--- src/design/nco_cfg_pkg.sv ---
// Constants shared by the oscillator configuration block.
// Assumes a 13-bit address space of 8-bit registers behind a 3-wire serial port.
package nco_cfg_pkg;
    // Register addresses
    localparam logic [12:0] ADDR_OUT_MODE = 13'h014;
    localparam logic [12:0] ADDR_OSC_CTRL = 13'h11d;
    localparam logic [12:0] ADDR_FREQ_B0 = 13'h11e;
    localparam logic [12:0] ADDR_FREQ_B1 = 13'h11f;
    localparam logic [12:0] ADDR_FREQ_B2 = 13'h120;
    localparam logic [12:0] ADDR_FREQ_B3 = 13'h121;
    localparam logic [12:0] ADDR_PHASE_LO = 13'h122;
    localparam logic [12:0] ADDR_PHASE_HI = 13'h123;
    // Field positions
    localparam int OSC_EN_BIT = 0;
    localparam int AMP_DITHER_BIT = 1;
    localparam int PHASE_DITHER_BIT = 2;
    localparam int LVDS_SEL_BIT = 0;
    localparam int INSTR_RW_BIT = 15;
    // Reset values
    localparam logic [7:0] RST_BYTE = 8'h00;
    localparam logic [31:0] RST_WORD = 32'h0000_0000;
    // Serial framing
    localparam logic [3:0] INSTR_LAST_BIT = 4'hf;
    localparam logic [2:0] BYTE_LAST_BIT = 3'h7;
    typedef enum logic [0:0] {ST_INSTR, ST_DATA} spi_state_t;
endpackage

--- src/design/bit_sync.sv ---
// Two-flop synchroniser for one asynchronous level.
// Assumes the level is stable for several clk_sys periods.
module bit_sync (
    // Clock and reset
    input wire logic clk_sys,
    input wire logic sys_rst,
    // Level in and out
    input wire logic asyncIn,
    input wire logic rstVal,
    output logic syncOut
);
    logic meta_r;

    // First stage only feeds the second
    always_ff @(posedge clk_sys) begin
        if (sys_rst) begin
            meta_r <= rstVal;
            syncOut <= rstVal;
        end else begin
            meta_r <= asyncIn;
            syncOut <= meta_r;
        end
    end
endmodule

--- src/design/nco_tuning_phase_config.sv ---
// Oscillator tuning, start phase and output mode configuration with serial port.
// Assumes serial clock far slower than clk_sys (at most one edge per four cycles).
// Operation
// - Tuning word assembled from four bytes, LSB first
// - Tuning word added as signed twos complement
// - Start phase from two bytes, low first
// - Oscillator start loads start phase
// - Sync event reloads start phase while oscillator enabled
// - Outputs default to CMOS after reset
// - Disable pin high turns outputs off
// - Enable runs oscillator, clear parks its accumulator at zero
module nco_tuning_phase_config (
    // Clock and reset
    input wire logic clk_sys,
    input wire logic sys_rst,
    // Serial port pins
    input wire logic sclkPin,
    input wire logic serial_select_low,
    input wire logic sdioIn,
    output logic sdioOut,
    output logic sdioOe,
    // Control pins
    input wire logic output_disable_pin,
    input wire logic syncPin,
    // Oscillator side
    output logic [31:0] tuning_word,
    output logic [15:0] start_phase_code,
    output logic oscillator_enable,
    output logic ampDither,
    output logic phaseDither,
    output logic [31:0] phaseAcc,
    output logic phaseLoad,
    // Output stage control
    output logic lvdsMode,
    output logic dataOutEnable
);
    logic sclkS;
    logic selLowS;
    logic sdioS;
    logic disS;
    logic syncS;
    logic sclkD_r;
    logic syncD_r;
    logic oscEnD_r;
    logic [7:0] freqB0_r;
    logic [7:0] freqB1_r;
    logic [7:0] freqB2_r;
    logic [7:0] freqB3_r;
    logic [7:0] phaseLo_r;
    logic [7:0] phaseHi_r;
    logic [7:0] ctrl_r;
    logic [7:0] mode_r;
    logic [15:0] phaseHeld_r;
    logic [31:0] acc_r;
    logic [31:0] accNxt;
    logic loadPulse_r;
    nco_cfg_pkg::spi_state_t state_r;
    logic [3:0] bitCnt_r;
    logic [15:0] shiftIn_r;
    logic [7:0] rdShift_r;
    logic [12:0] addr_r;
    logic readMode_r;
    logic sdio_r;

    // Every pin from outside passes two flops
    bit_sync uSclk (.clk_sys(clk_sys), .sys_rst(sys_rst), .asyncIn(sclkPin), .rstVal(1'b0), .syncOut(sclkS));
    bit_sync uSel (.clk_sys(clk_sys), .sys_rst(sys_rst), .asyncIn(~serial_select_low), .rstVal(1'b0),
        .syncOut(selLowS));
    bit_sync uSdio (.clk_sys(clk_sys), .sys_rst(sys_rst), .asyncIn(sdioIn), .rstVal(1'b0), .syncOut(sdioS));
    bit_sync uDis (.clk_sys(clk_sys), .sys_rst(sys_rst), .asyncIn(~output_disable_pin), .rstVal(1'b0),
        .syncOut(disS));
    bit_sync uSync (.clk_sys(clk_sys), .sys_rst(sys_rst), .asyncIn(syncPin), .rstVal(1'b0), .syncOut(syncS));

    // Synchronisers reset to 0, so select and enable pass inverted: idle and off during reset
    wire selActive = selLowS; // Pin was inverted ahead of the flops, so high here means selected
    wire outsAllowed = disS;
    wire sclkRise = sclkS & ~sclkD_r;
    wire sclkFall = ~sclkS & sclkD_r;
    wire frameIdle = ~selActive;
    wire instrDone = (state_r == nco_cfg_pkg::ST_INSTR) && sclkRise && (bitCnt_r == nco_cfg_pkg::INSTR_LAST_BIT);
    wire byteDone = (state_r == nco_cfg_pkg::ST_DATA) && sclkRise
        && (bitCnt_r[2:0] == nco_cfg_pkg::BYTE_LAST_BIT);
    wire [15:0] instrWord = {shiftIn_r[14:0], sdioS};
    wire [7:0] dataByte = {shiftIn_r[6:0], sdioS};
    wire wrStrobe = byteDone && !readMode_r;
    wire [12:0] rdAddr = instrDone ? instrWord[12:0] : addr_r + 13'h001;

    // Readback select; unmapped addresses read as zero
    wire [7:0] rdData =
        (rdAddr == nco_cfg_pkg::ADDR_FREQ_B0) ? freqB0_r :
        (rdAddr == nco_cfg_pkg::ADDR_FREQ_B1) ? freqB1_r :
        (rdAddr == nco_cfg_pkg::ADDR_FREQ_B2) ? freqB2_r :
        (rdAddr == nco_cfg_pkg::ADDR_FREQ_B3) ? freqB3_r :
        (rdAddr == nco_cfg_pkg::ADDR_PHASE_LO) ? phaseLo_r :
        (rdAddr == nco_cfg_pkg::ADDR_PHASE_HI) ? phaseHi_r :
        (rdAddr == nco_cfg_pkg::ADDR_OSC_CTRL) ? ctrl_r :
        (rdAddr == nco_cfg_pkg::ADDR_OUT_MODE) ? mode_r : 8'h00;

    // Serial framing: 16-bit instruction then streamed bytes
    always_ff @(posedge clk_sys) begin
        if (sys_rst || frameIdle) begin
            state_r <= nco_cfg_pkg::ST_INSTR;
            bitCnt_r <= 4'h0;
            shiftIn_r <= 16'h0000;
            readMode_r <= 1'b0;
        end else if (sclkRise) begin
            shiftIn_r <= instrWord;
            bitCnt_r <= (instrDone || byteDone) ? 4'h0 : bitCnt_r + 4'h1;
            if (instrDone) begin
                state_r <= nco_cfg_pkg::ST_DATA;
                readMode_r <= instrWord[nco_cfg_pkg::INSTR_RW_BIT];
            end
        end
    end

    // Address and readback shifter; address steps up after each byte
    always_ff @(posedge clk_sys) begin
        if (sys_rst) begin
            addr_r <= 13'h0000;
            rdShift_r <= 8'h00;
            sdio_r <= 1'b0;
        end else if (instrDone || byteDone) begin
            addr_r <= rdAddr;
            rdShift_r <= rdData;
        end else if (sclkFall && state_r == nco_cfg_pkg::ST_DATA && readMode_r && selActive) begin
            sdio_r <= rdShift_r[7];
            rdShift_r <= {rdShift_r[6:0], 1'b0};
        end
    end

    // Configuration bytes; no shadowing, each byte lands on its own write
    always_ff @(posedge clk_sys) begin
        if (sys_rst) begin
            freqB0_r <= nco_cfg_pkg::RST_BYTE;
            freqB1_r <= nco_cfg_pkg::RST_BYTE;
            freqB2_r <= nco_cfg_pkg::RST_BYTE;
            freqB3_r <= nco_cfg_pkg::RST_BYTE;
            phaseLo_r <= nco_cfg_pkg::RST_BYTE;
            phaseHi_r <= nco_cfg_pkg::RST_BYTE;
            ctrl_r <= nco_cfg_pkg::RST_BYTE;
            mode_r <= nco_cfg_pkg::RST_BYTE;
        end else if (wrStrobe) begin
            if (addr_r == nco_cfg_pkg::ADDR_FREQ_B0) begin
                freqB0_r <= dataByte;
            end else if (addr_r == nco_cfg_pkg::ADDR_FREQ_B1) begin
                freqB1_r <= dataByte;
            end else if (addr_r == nco_cfg_pkg::ADDR_FREQ_B2) begin
                freqB2_r <= dataByte;
            end else if (addr_r == nco_cfg_pkg::ADDR_FREQ_B3) begin
                freqB3_r <= dataByte;
            end else if (addr_r == nco_cfg_pkg::ADDR_PHASE_LO) begin
                phaseLo_r <= dataByte;
            end else if (addr_r == nco_cfg_pkg::ADDR_PHASE_HI) begin
                phaseHi_r <= dataByte;
            end else if (addr_r == nco_cfg_pkg::ADDR_OSC_CTRL) begin
                ctrl_r <= {5'h00, dataByte[2:0]};
            end else if (addr_r == nco_cfg_pkg::ADDR_OUT_MODE) begin
                mode_r <= {7'h00, dataByte[0]};
            end
        end
    end

    // Word assembly, lowest address in the low byte
    assign tuning_word = {freqB3_r, freqB2_r, freqB1_r, freqB0_r};
    assign start_phase_code = phaseHeld_r;
    assign oscillator_enable = ctrl_r[nco_cfg_pkg::OSC_EN_BIT];
    assign ampDither = ctrl_r[nco_cfg_pkg::AMP_DITHER_BIT];
    assign phaseDither = ctrl_r[nco_cfg_pkg::PHASE_DITHER_BIT];

    // Start is the enable rising; sync is the synced pin rising
    wire startEvt = oscillator_enable & ~oscEnD_r;
    wire syncEvt = syncS & ~syncD_r;
    wire loadEvt = startEvt | (syncEvt & oscillator_enable);

    // Accumulator: parked at zero while disabled, else load phase, else step by signed word
    always_comb begin
        accNxt = acc_r + tuning_word;
        if (!oscillator_enable) begin
            accNxt = nco_cfg_pkg::RST_WORD;
        end else if (loadEvt) begin
            accNxt = {phaseHi_r, phaseLo_r, 16'h0000};
        end
    end

    // Edge history, accumulator and held phase
    always_ff @(posedge clk_sys) begin
        if (sys_rst) begin
            sclkD_r <= 1'b0;
            syncD_r <= 1'b0;
            oscEnD_r <= 1'b0;
            acc_r <= nco_cfg_pkg::RST_WORD;
            phaseHeld_r <= 16'h0000;
            loadPulse_r <= 1'b0;
        end else begin
            sclkD_r <= sclkS;
            syncD_r <= syncS;
            oscEnD_r <= oscillator_enable;
            acc_r <= accNxt;
            loadPulse_r <= loadEvt;
            // Phase writes stay invisible until an event
            if (loadEvt) begin
                phaseHeld_r <= {phaseHi_r, phaseLo_r};
            end
        end
    end

    assign phaseAcc = acc_r;
    assign phaseLoad = loadPulse_r;

    // Output stage: mode from register, gated by the disable pin
    assign lvdsMode = mode_r[nco_cfg_pkg::LVDS_SEL_BIT];
    assign dataOutEnable = outsAllowed;

    // Drive the data pin only in the data phase of a read
    assign sdioOut = sdio_r;
    assign sdioOe = selActive && readMode_r && (state_r == nco_cfg_pkg::ST_DATA);
endmodule

--- config.mk ---
export PLATFORM = sky130hd
export DESIGN_NAME = nco_tuning_phase_config
export DESIGN_NICKNAME = d
export VERILOG_FILES = /design/src/design/nco_cfg_pkg.sv /design/src/design/bit_sync.sv /design/src/design/nco_tuning_phase_config.sv
export SDC_FILE = /design/constraint.sdc
export NUM_CORES = 1
export LEC_CHECK = 0
export BUFFER_PORTS_ARGS = -buffer_cell sky130_fd_sc_hd__buf_2
export CAP_MARGIN = 15
export CORE_UTILIZATION = 38
export DETAILED_ROUTE_END_ITERATION = 12
export SETUP_SLACK_MARGIN = 0.1
export SYNTH_ARGS = -nofsm -noshare
export SYNTH_HDL_FRONTEND = slang
export SYNTH_SLANG_ARGS = --single-unit
--- constraint.sdc ---
create_clock -name clk_sys -period 2.85 [get_ports clk_sys]
set_input_delay 0.285 -clock clk_sys [delete_from_list [all_inputs] [get_ports clk_sys]]
set_output_delay 0.285 -clock clk_sys [all_outputs]
set_load 0.05 [all_outputs]
== Yosys cells after proc, flatten, opt, wreduce, memory -nomap -nowiden ==
Index checks and enable logic that the tools add are counted.
Widths: inputs -> output; s select.

* Bitwise logic cells: 23
* Add/sub/neg operators: 3
* Muxes and demuxes: 13
* Eq/ne operators: 18
* Reductions and logical operators: 26

{| class="wikitable"
|+ Operators by type and width
! kind !! number
|-
| $eq 13x9->1 const B || 14
|-
| $mux 8 || 8
|-
| $add 32x32->32 || 1
|-
| $mux 32 || 1
|-
| $eq 13x5->1 const B || 2
|-
| $not 1->1 || 17
|-
| $add 13x1->13 const B || 1
|-
| $mux 13 || 1
|-
| $logic_and 1x1->1 || 10
|-
| $reduce_and 9->1 || 1
|-
| $reduce_and 8->1 || 1
|-
| $reduce_and 7->1 || 1
|-
| $reduce_and 2->1 || 3
|-
| $reduce_and 6->1 || 1
|-
| $and 1x1->1 || 5
|-
| $reduce_and 5->1 || 1
|-
| $add 4x1->4 const B || 1
|-
| $eq 4x4->1 const B || 1
|-
| $mux 4 || 1
|-
| $reduce_and 4->1 || 1
|-
| $eq 3x3->1 const B || 1
|-
| $mux 3 || 1
|-
| $reduce_and 3->1 || 1
|-
| $reduce_or 3->1 || 1
|-
| other kinds (6) || 7
|}

* Bits in registers: 157
* Output and inout bits: 88
* Input bits: 7
* Logic and storage cells: 115

== Logic depth before layout (Yosys ltp) ==
* Depth after elaboration: 15
* Mapped depth: 12
* Gate-level depth less buffers: 11

== Cells and area by module ==
A second synthesis with hierarchy kept.

* Cell total of the unflattened synthesis: 1009
* Area total of the unflattened synthesis: 8326.7 µm²

{| class="wikitable"
|+ Modules (own cells, without submodules)
! module !! instances !! area an instance (µm²) !! cells an instance !! seq. area each (µm²)
|-
| nco_tuning_phase_config || 1 || 8013.9 || 989 || 2942.8
|-
| bit_sync || 5 || 62.6 || 4 || 40.0
|}

== Least setup slack after synthesis ==
No wires, ideal clock.

* Path type: register to register
* From: register freqB0_r[0]
* To: register acc_r[26], in the netlist phaseAcc[26]
* Buffers on the path: 0
* Clock period less this slack: 3.206 ns
* Data arrival time: 3.144 ns
* Required time: 2.788 ns
* Library setup time: 0.062 ns
* Setup slack: -0.356 ns
* Cell stages (with the launch flop): 12
* Path through: dfxtp_1 > ha_1 > inv_1 > fa_1 > and2b_1 > o2111ai_1 > a21oi_1 > o221ai_1 > a2111oi_2 > o2111ai_1 > a2111o_1 > nand3_1

* Longest elaborated chain between the ends: 2

{| class="wikitable"
|+ RTL lines
! element !! line !! RTL
|-
| start, declared || nco_tuning_phase_config.sv:45 || <nowiki>logic [7:0] freqB0_r;</nowiki>
|-
| start signal, assigned || nco_tuning_phase_config.sv:134 || <nowiki>freqB0_r <= nco_cfg_pkg::RST_BYTE;</nowiki>
|-
| start signal, assigned || nco_tuning_phase_config.sv:144 || <nowiki>freqB0_r <= dataByte;</nowiki>
|-
| $add 32x32->32 || nco_tuning_phase_config.sv:177 || <nowiki>accNxt = acc_r + tuning_word;</nowiki>
|-
| $mux 32 || nco_tuning_phase_config.sv:180 || <nowiki>end else if (loadEvt) begin</nowiki>
|-
| end signal, assigned || nco_tuning_phase_config.sv:191 || <nowiki>acc_r <= nco_cfg_pkg::RST_WORD;</nowiki>
|-
| end signal, assigned || nco_tuning_phase_config.sv:198 || <nowiki>acc_r <= accNxt;</nowiki>
|-
| end, declared || nco_tuning_phase_config.sv:54 || <nowiki>logic [31:0] acc_r;</nowiki>
|}

No other way between the ends.
A chain may end at the register's enable or synchronous reset.

== Worst setup path in the final report ==
* From: register acc_r[0], in the netlist phaseAcc[0]
* To: register acc_r[30], in the netlist phaseAcc[30]

* Longest elaborated chain between the ends: 2

{| class="wikitable"
|+ RTL lines
! element !! line
|-
| $add 32x32->32 || nco_tuning_phase_config.sv:177
|-
| $mux 32 || nco_tuning_phase_config.sv:180
|}

No other way between the ends.

==> flow_summary.json <==
{
  "yosys_warnings": 0,
  "layout.cells.non_filler": 1468,
  "min_period_ns": 2.79,
  "worst-setup-path-type": "reg -> reg",
  "grt_start_max_net_pins": 105,
  "dp_hpwl_um": 19000,
  "p_per_area_nw_per_um2": 422,
  "num_vias": 8121,
  "areaGrowthSynthToFinish_pct": 25.5,
  "leakagePower_nw": 4.64,
  "path_clk_slew_ns": 0.06,
  "die-height_um": 152,
  "async_flop_share_pct": 0,
  "synth_flop_cell": "dfxtp_1",
  "cts_tree": "built",
  "die_w_um": 152,
  "fin_util_pct": 48.8,
  "n_fill_cell": 2126,
  "die_area_um2": 23000,
  "avgViaCountPerCell": 5.53,
  "ys_seq_area_share_pct": 36.9,
  "hold_viol_final": 0,
  "finalWirelength_um": 26800,
  "cp.required_ns": 3.16,
  "drtIter0Drc": 711,
  "dp_cells": 1415,
  "synth_fp_nets": 1070,
  "synthCells": 1025,
  "critPathCaptureType": "register",
  "gp_congestion": 0.884,
  "worstSetupStartpointType": "register",
  "holdPathStages": 2,
  "period_share_pct": 98.1,
  "io_pins": 95,
  "cts_buffers": 17,
  "drv_cap": 0,
  "relSlewSlack_pct": 47.6,
  "synth.cell_area_um2": 8510,
  "timing.rr.start": "phaseAcc[0]$_SDFF_PP0_",
  "final_nets": 1220,
  "rrSetupSlack_ns": 0.06,
  "root_buffer": "clkbuf_16",
  "hold-path-endpoint": "uSdio.meta_r$_SDFF_PP0_",
  "cp_slowest_stage_delay_ns": 0.46,
  "crit_arrival_ns": 3.11,
  "hp-start": "sdioIn",
  "gr-total-overflow": 0,
  "r2r_cells": 11,
  "dr.pass1.iters": 5,
  "cts_num_sinks": 157,
  "track_usage_pct": 23.5,
  "rsz0062_at_grt": "yes",
  "clkLatencyLatePin_ns": 0.42,
  "clock_path_buffers": 2,
  "crit_fanout": 4,
  "grt_pass1_wl_um": 41200,
  "ir_drop_uv": 353,
  "synth_edf_count": 0,
  "finalSetupViolCount": 0,
  "initial_core_util_pct": 38.9,
  "hold_path_class": "in -> reg",
  "finClkSkew_ns": 0.00747,
  "first_global_vias": 7457,
  "crit_chain": "ha_4 > inv_2 > fa_2 > and2b_1 > o2111ai_2 > a21oi_2 > o221ai_4 > a2111oi_4 > o2111a_1 > nor3_2 > a311o_1",
  "tightest_slew_ns": 0.786,
  "drv_slew": 0,
  "ys_seq_elements": 157,
  "critPathSlowestCell": "a2111oi_4",
  "io_buffer_count": 94,
  "status": "finished, final reports clean",
  "avgSynthCellArea_um2": 8.31,
  "num_rows": 54,
  "core_region_area_um2": 21900,
  "drc": 0,
  "htreeDepth": 4,
  "antenna_found_initial": 0,
  "rr_endpoint": "phaseAcc[30]$_SDFF_PP0_",
  "max_freq_ghz": 0.358,
  "drive_gt1_share_pct": 26.0,
  "diodes": 0,
  "ys_types": 89,
  "ant_nets": 0,
  "wl_per_cell_um": 18.2
}
critical path, delay by kind of cell, from the launching register on:
kind	cells	cell delay [ns]
compound gates	6	1.56
fa+ha+maj	2	0.45
simple gates	2	0.28
buf+inv	1	0.03
flops	1	0.36
metrics by stage:
step	power (mW)	worst slack (ns)	area, µm²	TNS (ns)	hold slack (ns)
after global placement	2.31	0.0154	9720	0	0.419
after global routing	4.64	-0.0397	10700	-0.0514	0.0608
final	4.51	0.0555	10700	0	0.0687
after detailed placement	2.31	-0.0142	9720	-0.0142	0.427
after floorplan	2.29	0.0834	8570	0	0.352
after CTS	4.54	0.0688	10400	0	0.0616
sequential cells by signal, indices dropped and copies added (netlist names), 4 cells and up:
name              flops
freqB3_r              8
rdShift_r             8
bitCnt_r              4
shiftIn_r            15
freqB1_r              8
freqB2_r              8
addr_r               13
freqB0_r              8
phaseLo_r             8
phaseAcc             32
phaseHi_r             8
start_phase_code     16
worst max path at each step:
stage,from,end,cells past startpoint
after floorplan,freqB0_r[0]$_SDFFE_PP0P_,phaseAcc[26]$_SDFF_PP0_,11
after global placement,phaseAcc[0]$_SDFF_PP0_,phaseAcc[26]$_SDFF_PP0_,11
after detailed placement,phaseAcc[0]$_SDFF_PP0_,phaseAcc[26]$_SDFF_PP0_,11
after CTS,phaseAcc[0]$_SDFF_PP0_,phaseAcc[30]$_SDFF_PP0_,11
after global routing,phaseAcc[0]$_SDFF_PP0_,phaseAcc[30]$_SDFF_PP0_,11
final,phaseAcc[0]$_SDFF_PP0_,phaseAcc[30]$_SDFF_PP0_,11
synth_stat cells, types with 9 or more instances:
cell / instances / share of area, %
nor2_1: 91 / 4.0
or3_1: 12 / 0.88
a21o_1: 17 / 1.5
nor2b_1: 16 / 1.2
xnor2_1: 19 / 2.0
clkbuf_1: 36 / 1.6
a31oi_1: 17 / 1.2
nand3_1: 43 / 2.5
o31a_1: 9 / 0.93
buf_2: 18 / 1.1
inv_1: 24 / 1.1
nor3_1: 23 / 1.4
nand2b_1: 10 / 0.73
a211oi_1: 12 / 1.1
nand2_1: 152 / 6.7
a21oi_1: 85 / 5.0
o21ai_0: 23 / 1.4
ha_1: 37 / 5.4
xor2_1: 9 / 0.93
dfxtp_1: 157 / 37
nand4_1: 11 / 0.81
mux2i_1: 41 / 4.8
layout by cell type (no fill, tap or decap), types with 6 or more instances in the layout:
cell type	instances
a21oi_2	12
nand2b_1	10
buf_4	94
nor2_1	88
dfxtp_1	152
clkbuf_16	17
ha_1	35
xnor2_1	19
a21oi_1	81
o21ai_0	23
a31oi_1	14
inv_1	23
nor3_1	20
or3_1	12
o22ai_1	7
nor2b_1	16
nand2_2	7
nand4_1	11
or4_1	6
and3_1	7
o31a_1	9
nand2_1	152
nand3_1	43
xor2_1	9
a211oi_1	10
clkinvlp_4	6
mux2i_1	40
a21o_1	17
buf_2	93
a222oi_1	6
power by group:
group / internal, mW / switching [mW] / total [mW]
Sequential: 2.20 / 0.00666 / 2.20
Clock: 1.28 / 0.969 / 2.25
Combinational: 0.0164 / 0.0401 / 0.0565
Total: 3.49 / 1.02 / 4.51
layout make-up:
| class | count | area (µm²) | area share, % |
|---|---|---|---|
| multi-input cells | 782 | 5260 | 49.2 |
| flip-flops and latches | 157 | 3160 | 29.5 |
| inverters | 24 | 90.1 | 0.843 |
| repair buffers | 193 | 1250 | 11.7 |
| well taps | 280 | 350 | 3.28 |
| clock inverters | 11 | 110 | 1.03 |
| clock buffers | 21 | 470 | 4.40 |
logic make-up (layout without fill, tap and decap cells):
kind of cell | after synthesis | count (layout) | share of synthesized area, %
multiplexers | 43 | 43 | 5.08
AND/OR/NAND/NOR | 422 | 423 | 24.5
XOR/XNOR | 28 | 28 | 2.88
adder cells (fa/ha/maj) | 38 | 38 | 5.67
AO/OA/AOI/OAI | 250 | 250 | 20.5
flip-flops | 157 | 157 | 36.9
buffers and inverters | 87 | 249 | 4.50
metal layers:
metal	share of wire (%)	up-vias	track usage, %
li1	-	3989	-
met1	47	3853	33.4
met2	46	252	36.1
met3	5.7	27	4.07
met4	1.7	0	6.73
met5	0	-	0
repair_timing:
| action | in CTS | in global routing |
|---|---|---|
| hold buffers | 2 | 0 |
| setup buffers | 4 | 14 |
| resized for setup | 2 | 40 |
| cloned | 0 | 1 |
| pin swaps | 7 | 13 |
| endpoints found under the setup margin | 8 | 18 |
| endpoints found under the hold margin | 2 | 0 |
Power figures use the tool's default switching activity.
